===== src/pkg/fpc_consts.vh =====
// constants for the front panel control block
`ifndef FPC_CONSTS_VH
`define FPC_CONSTS_VH

`define FPC_CLK_HZ        40000000
`define FPC_DEB_MS        25
`define FPC_DEB_CYC       ((`FPC_CLK_HZ / 1000) * `FPC_DEB_MS)
`define FPC_NMI_MS        200
`define FPC_NMI_CYC       ((`FPC_CLK_HZ / 1000) * `FPC_NMI_MS)
`define FPC_SEC_CYC       `FPC_CLK_HZ
`define FPC_BLINK_MS      500
`define FPC_BLINK_CYC     ((`FPC_CLK_HZ / 1000) * `FPC_BLINK_MS)
`define FPC_ID_DEF_S      8'h0F

`define FPC_ADR_CTRL      4'h0
`define FPC_ADR_IDENT     4'h1
`define FPC_ADR_STATUS    4'h2
`define FPC_ADR_EVENT     4'h3
`define FPC_ADR_FAULT     4'h4

`define FPC_CTRL_INTR_EN  0
`define FPC_CTRL_PWR_PROT 1
`define FPC_CTRL_RST_PROT 2

`define FPC_EV_VIOL       0
`define FPC_EV_NMI        1
`define FPC_EV_INTR       2

`define FPC_FLT_CRIT      0
`define FPC_FLT_NONCRIT   1
`define FPC_FLT_DEGR      2
`define FPC_FLT_NOTRDY    3

`define FPC_ID_OFF_CMD    8'h00
`define FPC_ID_DEFAULT    8'hFF
`define FPC_ID_FOREVER    8'hFE

`endif


===== src/hdl/fpc_debounce.v =====
// level debouncer: output follows input after it is stable for a set time
`timescale 1ns/100ps
`include "fpc_consts.vh"
module fpc_debounce #(
  parameter integer STABLE_CYC = `FPC_DEB_CYC
) (
  // clock and reset
  input  wire clk_i,
  input  wire rst_i,
  // raw and clean level
  input  wire raw_i,
  output reg  level_o
);
  reg  [20:0] cnt_reg;

  always @(posedge clk_i) begin
    if (rst_i) begin
      cnt_reg <= 21'h000000;
      level_o <= 1'b0;
    end else if (raw_i == level_o) begin
      cnt_reg <= 21'h000000;
    end else if (cnt_reg == STABLE_CYC[20:0] - 21'h000001) begin
      cnt_reg <= 21'h000000;
      level_o <= raw_i;
    end else begin
      cnt_reg <= cnt_reg + 21'h000001;
    end
  end
endmodule // fpc_debounce


===== src/hdl/fpc_front_panel.v =====
// front panel control: buttons, reset, nmi, identify and status leds
//
// Function
// - debounced power button drives chipset request
// - locked power press: violation event, no action
// - power button beats reset and sleep buttons
// - reset button needs 25 ms stable level
// - accepted reset press starts system reset
// - locked reset press: violation event, no reset
// - reset button ignored while sleeping
// - nmi press gives 200 ms pulse, logs event
// - identify state survives host resets, starts off
// - default command turn-on arms 15 s timeout
// - command timeout 1 to 254 seconds
// - command can turn identify off at once
// - button toggles identify, no timeout
// - identify leds off normally, blink active
// - status led colour from fault state; both off while not ready or during an nmi pulse
// - critical faults give solid amber
// - non-critical faults and intrusion: blinking amber
// - disabled cpu or memory: blinking green
// - intrusion readable, change raises event
// - secure mode blocks power-down, reset; sleep allowed
// - no button power-up when locked
// - system reset held while button pressed
`timescale 1ns/100ps
`include "fpc_consts.vh"
module fpc_front_panel #(
  parameter integer DEB_CYC   = `FPC_DEB_CYC,
  parameter integer NMI_CYC   = `FPC_NMI_CYC,
  parameter integer SEC_CYC   = `FPC_SEC_CYC,
  parameter integer BLINK_CYC = `FPC_BLINK_CYC
) (
  // clock and reset (reset only at standby power-up)
  input  wire        clk_i,
  input  wire        rst_i,
  // wishbone slave
  input  wire        wb_cyc_i,
  input  wire        wb_stb_i,
  input  wire        wb_we_i,
  input  wire [3:0]  wb_adr_i,
  input  wire [3:0]  wb_sel_i,
  input  wire [31:0] wb_dat_i,
  output reg  [31:0] wb_dat_o,
  output reg         wb_ack_o,
  // front panel inputs, active high when pressed
  input  wire        pwr_button_i,
  input  wire        rst_button_i,
  input  wire        nmi_button_i,
  input  wire        id_button_i,
  input  wire        sleep_button_i,
  input  wire        intrusion_i,
  // platform state
  input  wire        secure_mode_i,
  input  wire        panel_lockout_i,
  input  wire        system_on_i,
  input  wire        sleep_state_i,
  // outputs to chipset and system
  output reg         power_button_request_out_o,
  output reg         sleep_request_o,
  output reg         sys_reset_o,
  output reg         nmi_o,
  // leds
  output reg         id_led_front_o,
  output reg         id_led_rear_o,
  output reg         status_green_o,
  output reg         status_amber_o
);
  wire        pwr_db;
  wire        rst_db;
  wire        nmi_db;
  wire        id_db;
  wire        slp_db;
  wire        intr_db;
  wire [5:0]  raw_bus;
  wire [5:0]  db_bus;
  reg  [5:0]  db_q_reg;
  reg  [2:0]  ctrl_reg;
  reg  [3:0]  fault_reg;
  reg  [2:0]  event_reg;
  reg  [2:0]  event_next;
  reg         id_on_reg;
  reg         id_timed_reg;
  reg  [7:0]  id_secs_reg;
  reg  [25:0] sec_cnt_reg;
  reg  [23:0] nmi_cnt_reg;
  reg  [24:0] blink_cnt_reg;
  reg         blink_reg;
  reg         rst_hold_reg;
  reg         lock_pwr;
  reg         lock_rst;
  reg  [31:0] rd_data;
  wire        wb_req;
  wire        wb_wr;
  wire        wr_ctrl;
  wire        wr_ident;
  wire        wr_event;
  wire        wr_fault;
  wire        rst_go;
  wire        viol_set;
  wire        id_cmd_off;
  wire        id_cmd_def;
  wire        sec_tick;
  wire        blink_wrap;
  wire        nmi_done;

  assign raw_bus = {intrusion_i, sleep_button_i, id_button_i,
                    nmi_button_i, rst_button_i, pwr_button_i};
  assign {intr_db, slp_db, id_db, nmi_db, rst_db, pwr_db} = db_bus;

  // one debouncer per input, all with the same stable time
  genvar gi;
  generate
    for (gi = 0; gi < 6; gi = gi + 1) begin : g_deb
      fpc_debounce #(
        .STABLE_CYC (DEB_CYC)
      ) u_deb (
        .clk_i   (clk_i),
        .rst_i   (rst_i),
        .raw_i   (raw_bus[gi]),
        .level_o (db_bus[gi])
      );
    end
  endgenerate

  wire pwr_rise  = db_bus[0] & ~db_q_reg[0];
  wire rst_rise  = db_bus[1] & ~db_q_reg[1];
  wire nmi_rise  = db_bus[2] & ~db_q_reg[2];
  wire id_rise   = db_bus[3] & ~db_q_reg[3];
  wire intr_chg  = db_bus[5] ^ db_q_reg[5];

  // secure mode and force protect; lockout pin blocks power-up only
  always @* begin
    lock_pwr = secure_mode_i | ctrl_reg[`FPC_CTRL_PWR_PROT] |
               (~system_on_i & panel_lockout_i);
    lock_rst = secure_mode_i | ctrl_reg[`FPC_CTRL_RST_PROT];
  end

  assign wb_req = wb_cyc_i & wb_stb_i & ~wb_ack_o;
  assign wb_wr  = wb_req & wb_we_i & wb_sel_i[0];

  // one strobe per writable register, all on the taking edge
  assign wr_ctrl  = wb_wr & (wb_adr_i == `FPC_ADR_CTRL);
  assign wr_ident = wb_wr & (wb_adr_i == `FPC_ADR_IDENT);
  assign wr_event = wb_wr & (wb_adr_i == `FPC_ADR_EVENT);
  assign wr_fault = wb_wr & (wb_adr_i == `FPC_ADR_FAULT);

  // a held power press wins over a new reset press
  assign rst_go   = rst_rise & ~lock_rst & ~sleep_state_i & ~pwr_db;
  // a reset press in sleep is ignored, so it raises no violation either
  assign viol_set = (pwr_rise & lock_pwr) | (rst_rise & lock_rst & ~sleep_state_i);

  assign id_cmd_off = (wb_dat_i[7:0] == `FPC_ID_OFF_CMD);
  assign id_cmd_def = (wb_dat_i[7:0] == `FPC_ID_DEFAULT);
  assign sec_tick   = (sec_cnt_reg == SEC_CYC[25:0] - 26'h0000001);
  assign blink_wrap = (blink_cnt_reg == BLINK_CYC[24:0] - 25'h0000001);
  assign nmi_done   = (nmi_cnt_reg == 24'h000000);

  // event flags: set wins over clear on the write-one-to-clear path
  always @* begin
    event_next = event_reg;
    if (wr_event)
      event_next = event_reg & ~wb_dat_i[2:0];
    if (viol_set)
      event_next[`FPC_EV_VIOL] = 1'b1;
    if (nmi_rise)
      event_next[`FPC_EV_NMI] = 1'b1;
    if (intr_chg && ctrl_reg[`FPC_CTRL_INTR_EN])
      event_next[`FPC_EV_INTR] = 1'b1;
  end

  always @(posedge clk_i) begin
    if (rst_i) begin
      db_q_reg  <= 6'h00;
      event_reg <= 3'h0;
    end else begin
      db_q_reg  <= db_bus;
      event_reg <= event_next;
    end
  end

  // ack lasts one cycle because a taken request masks itself
  always @(posedge clk_i) begin
    if (rst_i) begin
      wb_ack_o <= 1'b0;
      wb_dat_o <= 32'h00000000;
    end else begin
      wb_ack_o <= wb_req;
      wb_dat_o <= wb_req ? rd_data : 32'h00000000;
    end
  end

  always @(posedge clk_i) begin
    if (rst_i) begin
      ctrl_reg  <= 3'h0;
      fault_reg <= 4'h0;
    end else begin
      if (wr_ctrl)
        ctrl_reg <= wb_dat_i[2:0];
      if (wr_fault)
        fault_reg <= wb_dat_i[3:0];
    end
  end

  // power request: power button passes straight through unless locked
  always @(posedge clk_i) begin
    if (rst_i) begin
      power_button_request_out_o <= 1'b0;
      sleep_request_o            <= 1'b0;
    end else begin
      power_button_request_out_o <= pwr_db & ~lock_pwr;
      // power press masks any held sleep request
      sleep_request_o <= slp_db & ~pwr_db;
    end
  end

  // system reset held as long as the button is held
  always @(posedge clk_i) begin
    if (rst_i) begin
      rst_hold_reg <= 1'b0;
      sys_reset_o  <= 1'b0;
    end else begin
      if (rst_go)
        rst_hold_reg <= 1'b1;
      else if (!rst_db)
        rst_hold_reg <= 1'b0;
      sys_reset_o <= rst_hold_reg | rst_go;
    end
  end

  // nmi pulse; a press during a pulse restarts it
  always @(posedge clk_i) begin
    if (rst_i) begin
      nmi_cnt_reg <= 24'h000000;
      nmi_o       <= 1'b0;
    end else if (nmi_rise) begin
      nmi_cnt_reg <= NMI_CYC[23:0] - 24'h000001;
      nmi_o       <= 1'b1;
    end else if (!nmi_done) begin
      nmi_cnt_reg <= nmi_cnt_reg - 24'h000001;
    end else begin
      nmi_o <= 1'b0;
    end
  end

  // identify: only standby reset clears it, host resets do not reach here
  always @(posedge clk_i) begin
    if (rst_i) begin
      id_on_reg    <= 1'b0;
      id_timed_reg <= 1'b0;
      id_secs_reg  <= 8'h00;
      sec_cnt_reg  <= 26'h0000000;
    end else if (wr_ident) begin
      sec_cnt_reg <= 26'h0000000;
      if (id_cmd_off) begin
        id_on_reg    <= 1'b0;
        id_timed_reg <= 1'b0;
      end else if (id_cmd_def) begin
        id_on_reg    <= 1'b1;
        id_timed_reg <= 1'b1;
        id_secs_reg  <= `FPC_ID_DEF_S;
      end else begin
        id_on_reg    <= 1'b1;
        id_timed_reg <= 1'b1;
        id_secs_reg  <= wb_dat_i[7:0];
      end
    end else if (id_rise) begin
      id_on_reg    <= ~id_on_reg;
      id_timed_reg <= 1'b0;
    end else if (id_on_reg && id_timed_reg) begin
      if (sec_tick) begin
        sec_cnt_reg <= 26'h0000000;
        if (id_secs_reg == 8'h01) begin
          id_on_reg    <= 1'b0;
          id_timed_reg <= 1'b0;
        end
        id_secs_reg <= id_secs_reg - 8'h01;
      end else begin
        sec_cnt_reg <= sec_cnt_reg + 26'h0000001;
      end
    end
  end

  // shared blink; half period each phase
  always @(posedge clk_i) begin
    if (rst_i) begin
      blink_cnt_reg <= 25'h0000000;
      blink_reg     <= 1'b0;
    end else if (blink_wrap) begin
      blink_cnt_reg <= 25'h0000000;
      blink_reg     <= ~blink_reg;
    end else begin
      blink_cnt_reg <= blink_cnt_reg + 25'h0000001;
    end
  end

  // identify leds; both share one blink phase so they never disagree
  always @(posedge clk_i) begin
    if (rst_i) begin
      id_led_front_o <= 1'b0;
      id_led_rear_o  <= 1'b0;
    end else begin
      id_led_front_o <= id_on_reg & blink_reg;
      id_led_rear_o  <= id_on_reg & blink_reg;
    end
  end

  // status led, highest severity first
  always @(posedge clk_i) begin
    if (rst_i) begin
      status_green_o <= 1'b0;
      status_amber_o <= 1'b0;
    end else begin
      if (fault_reg[`FPC_FLT_NOTRDY] || nmi_o) begin
        status_green_o <= 1'b0;
        status_amber_o <= 1'b0;
      end else if (fault_reg[`FPC_FLT_CRIT]) begin
        status_green_o <= 1'b0;
        status_amber_o <= 1'b1;
      end else if (fault_reg[`FPC_FLT_NONCRIT] || intr_db) begin
        status_green_o <= 1'b0;
        status_amber_o <= blink_reg;
      end else if (fault_reg[`FPC_FLT_DEGR]) begin
        status_green_o <= blink_reg;
        status_amber_o <= 1'b0;
      end else begin
        status_green_o <= 1'b1;
        status_amber_o <= 1'b0;
      end
    end
  end

  // read mux; unmapped offsets read zero
  always @* begin
    case (wb_adr_i)
      `FPC_ADR_CTRL:   rd_data = {29'h00000000, ctrl_reg};
      `FPC_ADR_IDENT:  rd_data = {22'h000000, id_timed_reg, id_on_reg, id_secs_reg};
      `FPC_ADR_STATUS: rd_data = {25'h0000000, nmi_o, sys_reset_o, intr_db,
                                  slp_db, nmi_db, rst_db, pwr_db};
      `FPC_ADR_EVENT:  rd_data = {29'h00000000, event_reg};
      `FPC_ADR_FAULT:  rd_data = {28'h0000000, fault_reg};
      default:         rd_data = 32'h00000000;
    endcase
  end
endmodule // fpc_front_panel


===== config.mk =====
export PLATFORM = sky130hd
export DESIGN_NAME = fpc_front_panel
export DESIGN_NICKNAME = d
export VERILOG_FILES = /design/src/hdl/fpc_debounce.v /design/src/hdl/fpc_front_panel.v
export VERILOG_INCLUDE_DIRS = /design/src /design/src/pkg
export SDC_FILE = /design/constraint.sdc
export NUM_CORES = 1
export LEC_CHECK = 0
export BUFFER_PORTS_ARGS = -buffer_cell sky130_fd_sc_hd__buf_2
export CAP_MARGIN = 20
export CORE_ASPECT_RATIO = 1.75
export CORE_MARGIN = 2
export CORE_UTILIZATION = 54
export CTS_CLUSTER_SIZE = 20
export DETAILED_ROUTE_END_ITERATION = 16
export GPL_TIMING_DRIVEN = 1
export PLACE_DENSITY_LB_ADDON = 0.3
export SLEW_MARGIN = 20
export SYNTH_ARGS = -nofsm -noshare
export SYNTH_HDL_FRONTEND = slang
export SYNTH_HIERARCHICAL = 1
export SYNTH_SLANG_ARGS = --single-unit

===== constraint.sdc =====
create_clock -name clk_i -period 2 [get_ports clk_i]
set_input_delay 0.1 -clock clk_i [delete_from_list [all_inputs] [get_ports clk_i]]
set_output_delay 0.1 -clock clk_i [all_outputs]
set_load 0.01 [all_outputs]

After elaboration in Yosys (flattened, before gate mapping) --
Cells that the tools add are included.
Cells by class: add/sub/neg operators 10, $mul 0, div/mod/pow operators 0, magnitude comparators 0, eq/ne operators 24, shifts and indexed selects 0, multiplexer cells 29, bitwise operators 50, reduce and logical (&&, ||, !) cells 37
Operators with widths (count):
- 21-bit by 1-bit adder with 21-bit output, second input constant | 6
- 21-bit by 20-bit equality test with 1-bit output, second input constant | 6
- 10-bit case mux with 5 select lines | 1
- 8-bit two-way mux | 6
- 23-bit two-way mux | 2
- 26-bit by 1-bit adder with 26-bit output, second input constant | 1
- 26-bit equality test, second input constant | 1
- 26-bit two-way mux | 1
- 25-bit by 1-bit adder with 25-bit output, second input constant | 1
- 25-bit equality test, second input constant | 1
- 24-bit logical NOT | 1
- 24-bit by 1-bit subtractor with 24-bit output, second input constant | 1
- 1-bit AND | 22
- 1-bit inverter | 20
- 1-bit two-way mux | 18
- 3-bit OR reduction | 6
- 2-bit AND reduction | 7
- 2-bit nonzero test | 6
- 2-bit OR reduction | 5
- 3-bit nonzero test | 3
- 4-bit by 2-bit equality test with 1-bit output, second input constant | 2
- 8-bit by 1-bit equality test with 1-bit output, second input constant | 1
- 8-bit equality test, second input constant | 1
- 8-bit logical NOT | 1
- other kinds (17) | 30
Word-level totals: flip-flop bits (word level) 275, bits in latches 0, bits in writable memories 0, memory bits (read-only) 0, output and inout port bits 41, memories kept 0

Logic depth before layout (Yosys ltp) --
depth in word-level cells 7, mapped depth 8, gate-level depth less buffers 7

Cells and area by module --
Netlist, hierarchy kept.
Modules (own cells, without submodules):
- fpc_debounce | times used 6, cells each 115, area an instance 1022.2 um^2
- fpc_front_panel | times used 1, cells each 654, area an instance 5748.0 um^2

Least setup slack after synthesis --
OpenSTA, ideal clock, no wires.
kind register -> register, start reg nmi_cnt_reg[0], end reg nmi_cnt_reg[6], data arrival time 1.989 ns, required time 1.868 ns, setup slack -0.122 ns, stages on the path, launching flop included 9, cells stage by stage dfxtp_1 -> inv_1 -> ha_1 -> or4b_1 -> or4_4 -> buf_6 -> o211ai_2 -> xor2_1 -> a21oi_1
On the way: cells in the longest elaborated chain, start to end 3, elaborated cells on any way between the ends 5, classes of those cells add/sub (1); eq/ne (1); mux (2); reduce/logical (1)
Ends and longest elaborated chain:
- start, declared | line fpc_front_panel.v:86 | reg [23:0] nmi_cnt_reg;
- start signal, assigned | line fpc_front_panel.v:237 | nmi_cnt_reg <= NMI_CYC[23:0] - 24'h000001;
- start signal, assigned | line fpc_front_panel.v:240 | nmi_cnt_reg <= nmi_cnt_reg - 24'h000001;
- 24-bit by 1-bit subtractor with 24-bit output | line fpc_front_panel.v:240
- 23-bit two-way mux | line fpc_front_panel.v:239 | end else if (!nmi_done) begin
- 23-bit two-way mux | line fpc_front_panel.v:236 | end else if (nmi_rise) begin
Several ways; a longest one is shown, not always the timed one. The select of a mux whose other input is x is not followed. A chain may end at the register's enable or synchronous reset.

Worst setup path after layout --
start reg nmi_cnt_reg[17], end reg nmi_cnt_reg[5]
On the way: cells in the longest elaborated chain, start to end 2
Ends and longest elaborated chain:
- 24-bit logical NOT | line fpc_front_panel.v:157 | assign nmi_done = (nmi_cnt_reg == 24'h000000);
- 2-bit by 1-bit != test with 1-bit output (no source line)
Every way passes these cells.

==> results_dict.tcl <==
set metrics [dict create \
    finalWeightedCongestion 0.867 \
    wirelength_um 26500 \
    dpl.cell_count 1713 \
    grt_pass1_vias 9805 \
    critPathBufInv 0 \
    slew_headroom 0.631 \
    crit_family "simple AND/OR/NAND/NOR gates" \
    grt_max_degree 35 \
    ys_seq_elements 252 \
    max-vdd-ir-drop_mv 0.799 \
    postRouteAntennaNets 0 \
    numCtsBuffers 24 \
    yosysTopAreaCell "dfxtp_1" \
    cts_tree "built" \
    synth_top_area_share 0.425 \
    hpwlAfterDp_um 18700 \
    cpMaxStageDelayCell "or4_4" \
    start_util 0.550 \
    gr-usage-all-layers 0.223 \
    die_w_um 116 \
    fp.dieH_um 200 \
    start_kind "flip-flop" \
    violations "setup timing" \
    synth_flop_cell "dfxtp_1" \
    yosysMostFrequentCell "dfxtp_1" \
    diodes 0 \
    pin_count 96 \
    synth-edff-count 0 \
    yosys.area_share.xor_xnor 0.105 \
    comb_power_share 0.258 \
    path_max_fanout 7 \
    power_leakage_nw 5.15 \
    vias 10100 \
    hold_viol 0 \
    max_freq_mhz 479 \
    syn_inst 1344 \
    grt_first_pass_wirelength_um 43900 \
    netlist_top_cells_count "dfxtp_1, nor2_1, xor2_1" \
    tightestPinTransition_ps 550 \
    firstDrtPassIters 5 \
    intPower_mw 9.64 \
    largest_reg_flops 126 \
    p_sw_frac 0.284 \
    place_ws_ps -119 \
    final_nets 1534 \
    wl_per_cell_um 14.9 \
    yosysSeqAreaShare 0.425 \
    r2r_cells 5 \
    clkPwrFrac 0.334 \
    fp.dieArea_um2 23300 \
    nFillCells 1823 \
    min_period_ps 2090 \
    yosys_warnings 6 \
    synth_compound_area_frac 0.0979 \
    whs_path_depth 5 \
    slew_violations 0 \
    cp.arrival_ps 2480 \
    synth_adder_area_share 0.0126 \
    place_area_um2 12800 \
    synthArstFlopShare 0 \
    clk_pin_slew_ps 60 \
    rsz0062_at_grt "true" \
    cts.path.max_buffers 3 \
    overflow 0 \
    layoutNonFillerInstCount 1775 \
    path_cells "or4_4 -> or4_4 -> o211ai_2 -> xor2_1 -> a21oi_1" \
    cp.required_ps 2400 \
    skew_ps 19.8 \
    setup_violations 6 \
    first_iter_violations 502 \
    postSynthAreaPerCell_um2 8.84 \
    fin_area_um2 13900 \
    vias_per_cell 5.67 \
    synth-simple-area-share 0.298 \
    cp_common_cell "or4_4" \
    synthTopCellsByArea "dfxtp_1, xor2_1, nor2_1" \
    drive_above_1_share 0.165 \
    drc 0 \
    status "finished with violations" \
    max_stage_delay_ps 620 \
    core_um2 21600 \
    setup_ws_ps -86.1 \
    muxShareOfSynthArea 0.0105 \
    antenna_found_initial 1 \
    end_kind "flip-flop" \
    htree_levels 1 \
    std_cell_rows 71 \
    seqPwrFrac 0.408 \
    cts_root_buffer "clkbuf_16" \
    synth_top_family_by_area "simple AND/OR/NAND/NOR gates" \
    maxCapViolCount 0 \
    min_period_over_period 1.04 \
    syn_to_final_growth_pct 16.7 \
    port_buffers 46 \
    clkSinkCount 252 \
    insertion_delay_ps 530 \
    criticalPathCategory "flip-flop to flip-flop" \
    synth.cell_area_um2 11900 \
    min_path_type "input pin to flip-flop" \
    crit_cells 5 \
    p_per_area_nw_per_um2 971 \
    worst_hold_slack_ps 53.2 \
    p_sw_mw 3.82 \
    ys_types 65 \
]
layout make-up:
type,instances,area (um2),share of cell area
flip-flops and latches,252,5050,0.364
clock buffers,33,676,0.0487
well taps,292,365,0.0264
multi-input cells,1007,6410,0.463
clock inverters,9,97.6,0.00704
inverters,32,120,0.00866
repair buffers,150,1140,0.0821
cell usage in the layout (no fill, tap or decap), types with 11 or more instances in the layout:
cell type	Yosys	final
xor2_1	98	98
a21oi_1	82	82
nand2_1	67	66
or4_1	30	28
buf_2	9	46
o31ai_1	29	28
nor2_1	171	171
o21ai_0	44	38
nand4_1	50	50
inv_1	32	30
nand3_1	77	76
ha_1	12	11
xnor2_1	45	45
and3_1	47	47
dfxtp_1	252	246
and4_1	16	16
or3_1	22	21
dlygate4sd3_1	0	18
nor3b_1	11	11
nor4_1	19	15
and2_1	23	23
nor3_1	22	20
buf_4	36	78
clkbuf_16	0	25
conb_1	1	22
or3_2	12	12
power by group through the flow:
stage | registers, mW | clock network [mW] | logic (mW)
floorplan | 5.56 | 0 | 2.23
global placement | 5.57 | 0 | 3.04
detailed placement | 5.58 | 0 | 3.10
CTS | 5.48 | 4.61 | 3.27
global route | 5.52 | 4.79 | 3.79
finish | 5.49 | 4.50 | 3.47
repair_timing:
item / in CTS / in global routing
pin swaps: 2 / 12
cloned: 0 / 0
endpoints found under the hold margin: 21 / 0
resized for setup: 7 / 17
setup endpoints to repair: 12 / 28
hold buffers: 18 / 0
buffers inserted: 0 / 3
worst reg2reg max path, delay by kind of cell, from the launching register on:
family	cells	cell delay, ps
AO/OA/AOI/OAI	2	290
XOR/XNOR	1	170
flip-flops	1	320
AND/OR/NAND/NOR	2	1190
path summary, 6_finish.rpt:
check	start	end	slack, ps
max reg2reg	nmi_cnt_reg[17]$_SDFFE_PP0P_	nmi_cnt_reg[5]$_SDFFE_PP0P_	-90
min reg2reg	blink_cnt_reg[0]$_SDFF_PP0_	blink_cnt_reg[0]$_SDFF_PP0_	450
max	nmi_cnt_reg[17]$_SDFFE_PP0P_	nmi_cnt_reg[5]$_SDFFE_PP0P_	-90
min	wb_dat_i[5]	id_secs_reg[5]$_SDFFE_PP0P_	50
per-layer routing:
layer | wire (um) | global-route usage | vias to the layer above
met5 | 8 | 0 | -
met4 | 1020 | 0.0978 | 2
met3 | 1040 | 0.0333 | 67
met2 | 13900 | 0.407 | 184
met1 | 10500 | 0.249 | 4812
li1 | - | - | 5000
kinds of logic (layout without fill, tap and decap cells):
kind of cell / Yosys count / count (layout)
simple gates: 627 / 627
flops: 252 / 252
compound gates: 191 / 191
xor+xnor: 143 / 143
buf+inv: 106 / 224
fa+ha+maj: 12 / 12
mux: 12 / 12
other cells: 1 / 22
stage by stage:
| stage | power [mW] | setup TNS [ps] | util |
|---|---|---|---|
| finish | 13.5 | -338 | 0.642 |
| global route | 14.1 | -1280 | 0.642 |
| CTS | 13.4 | -664 | 0.638 |
| detailed placement | 8.68 | -629 | 0.593 |
| global placement | 8.61 | -472 | 0.593 |
| floorplan | 7.78 | -535 | - |
Power figures use the tool's default switching activity.
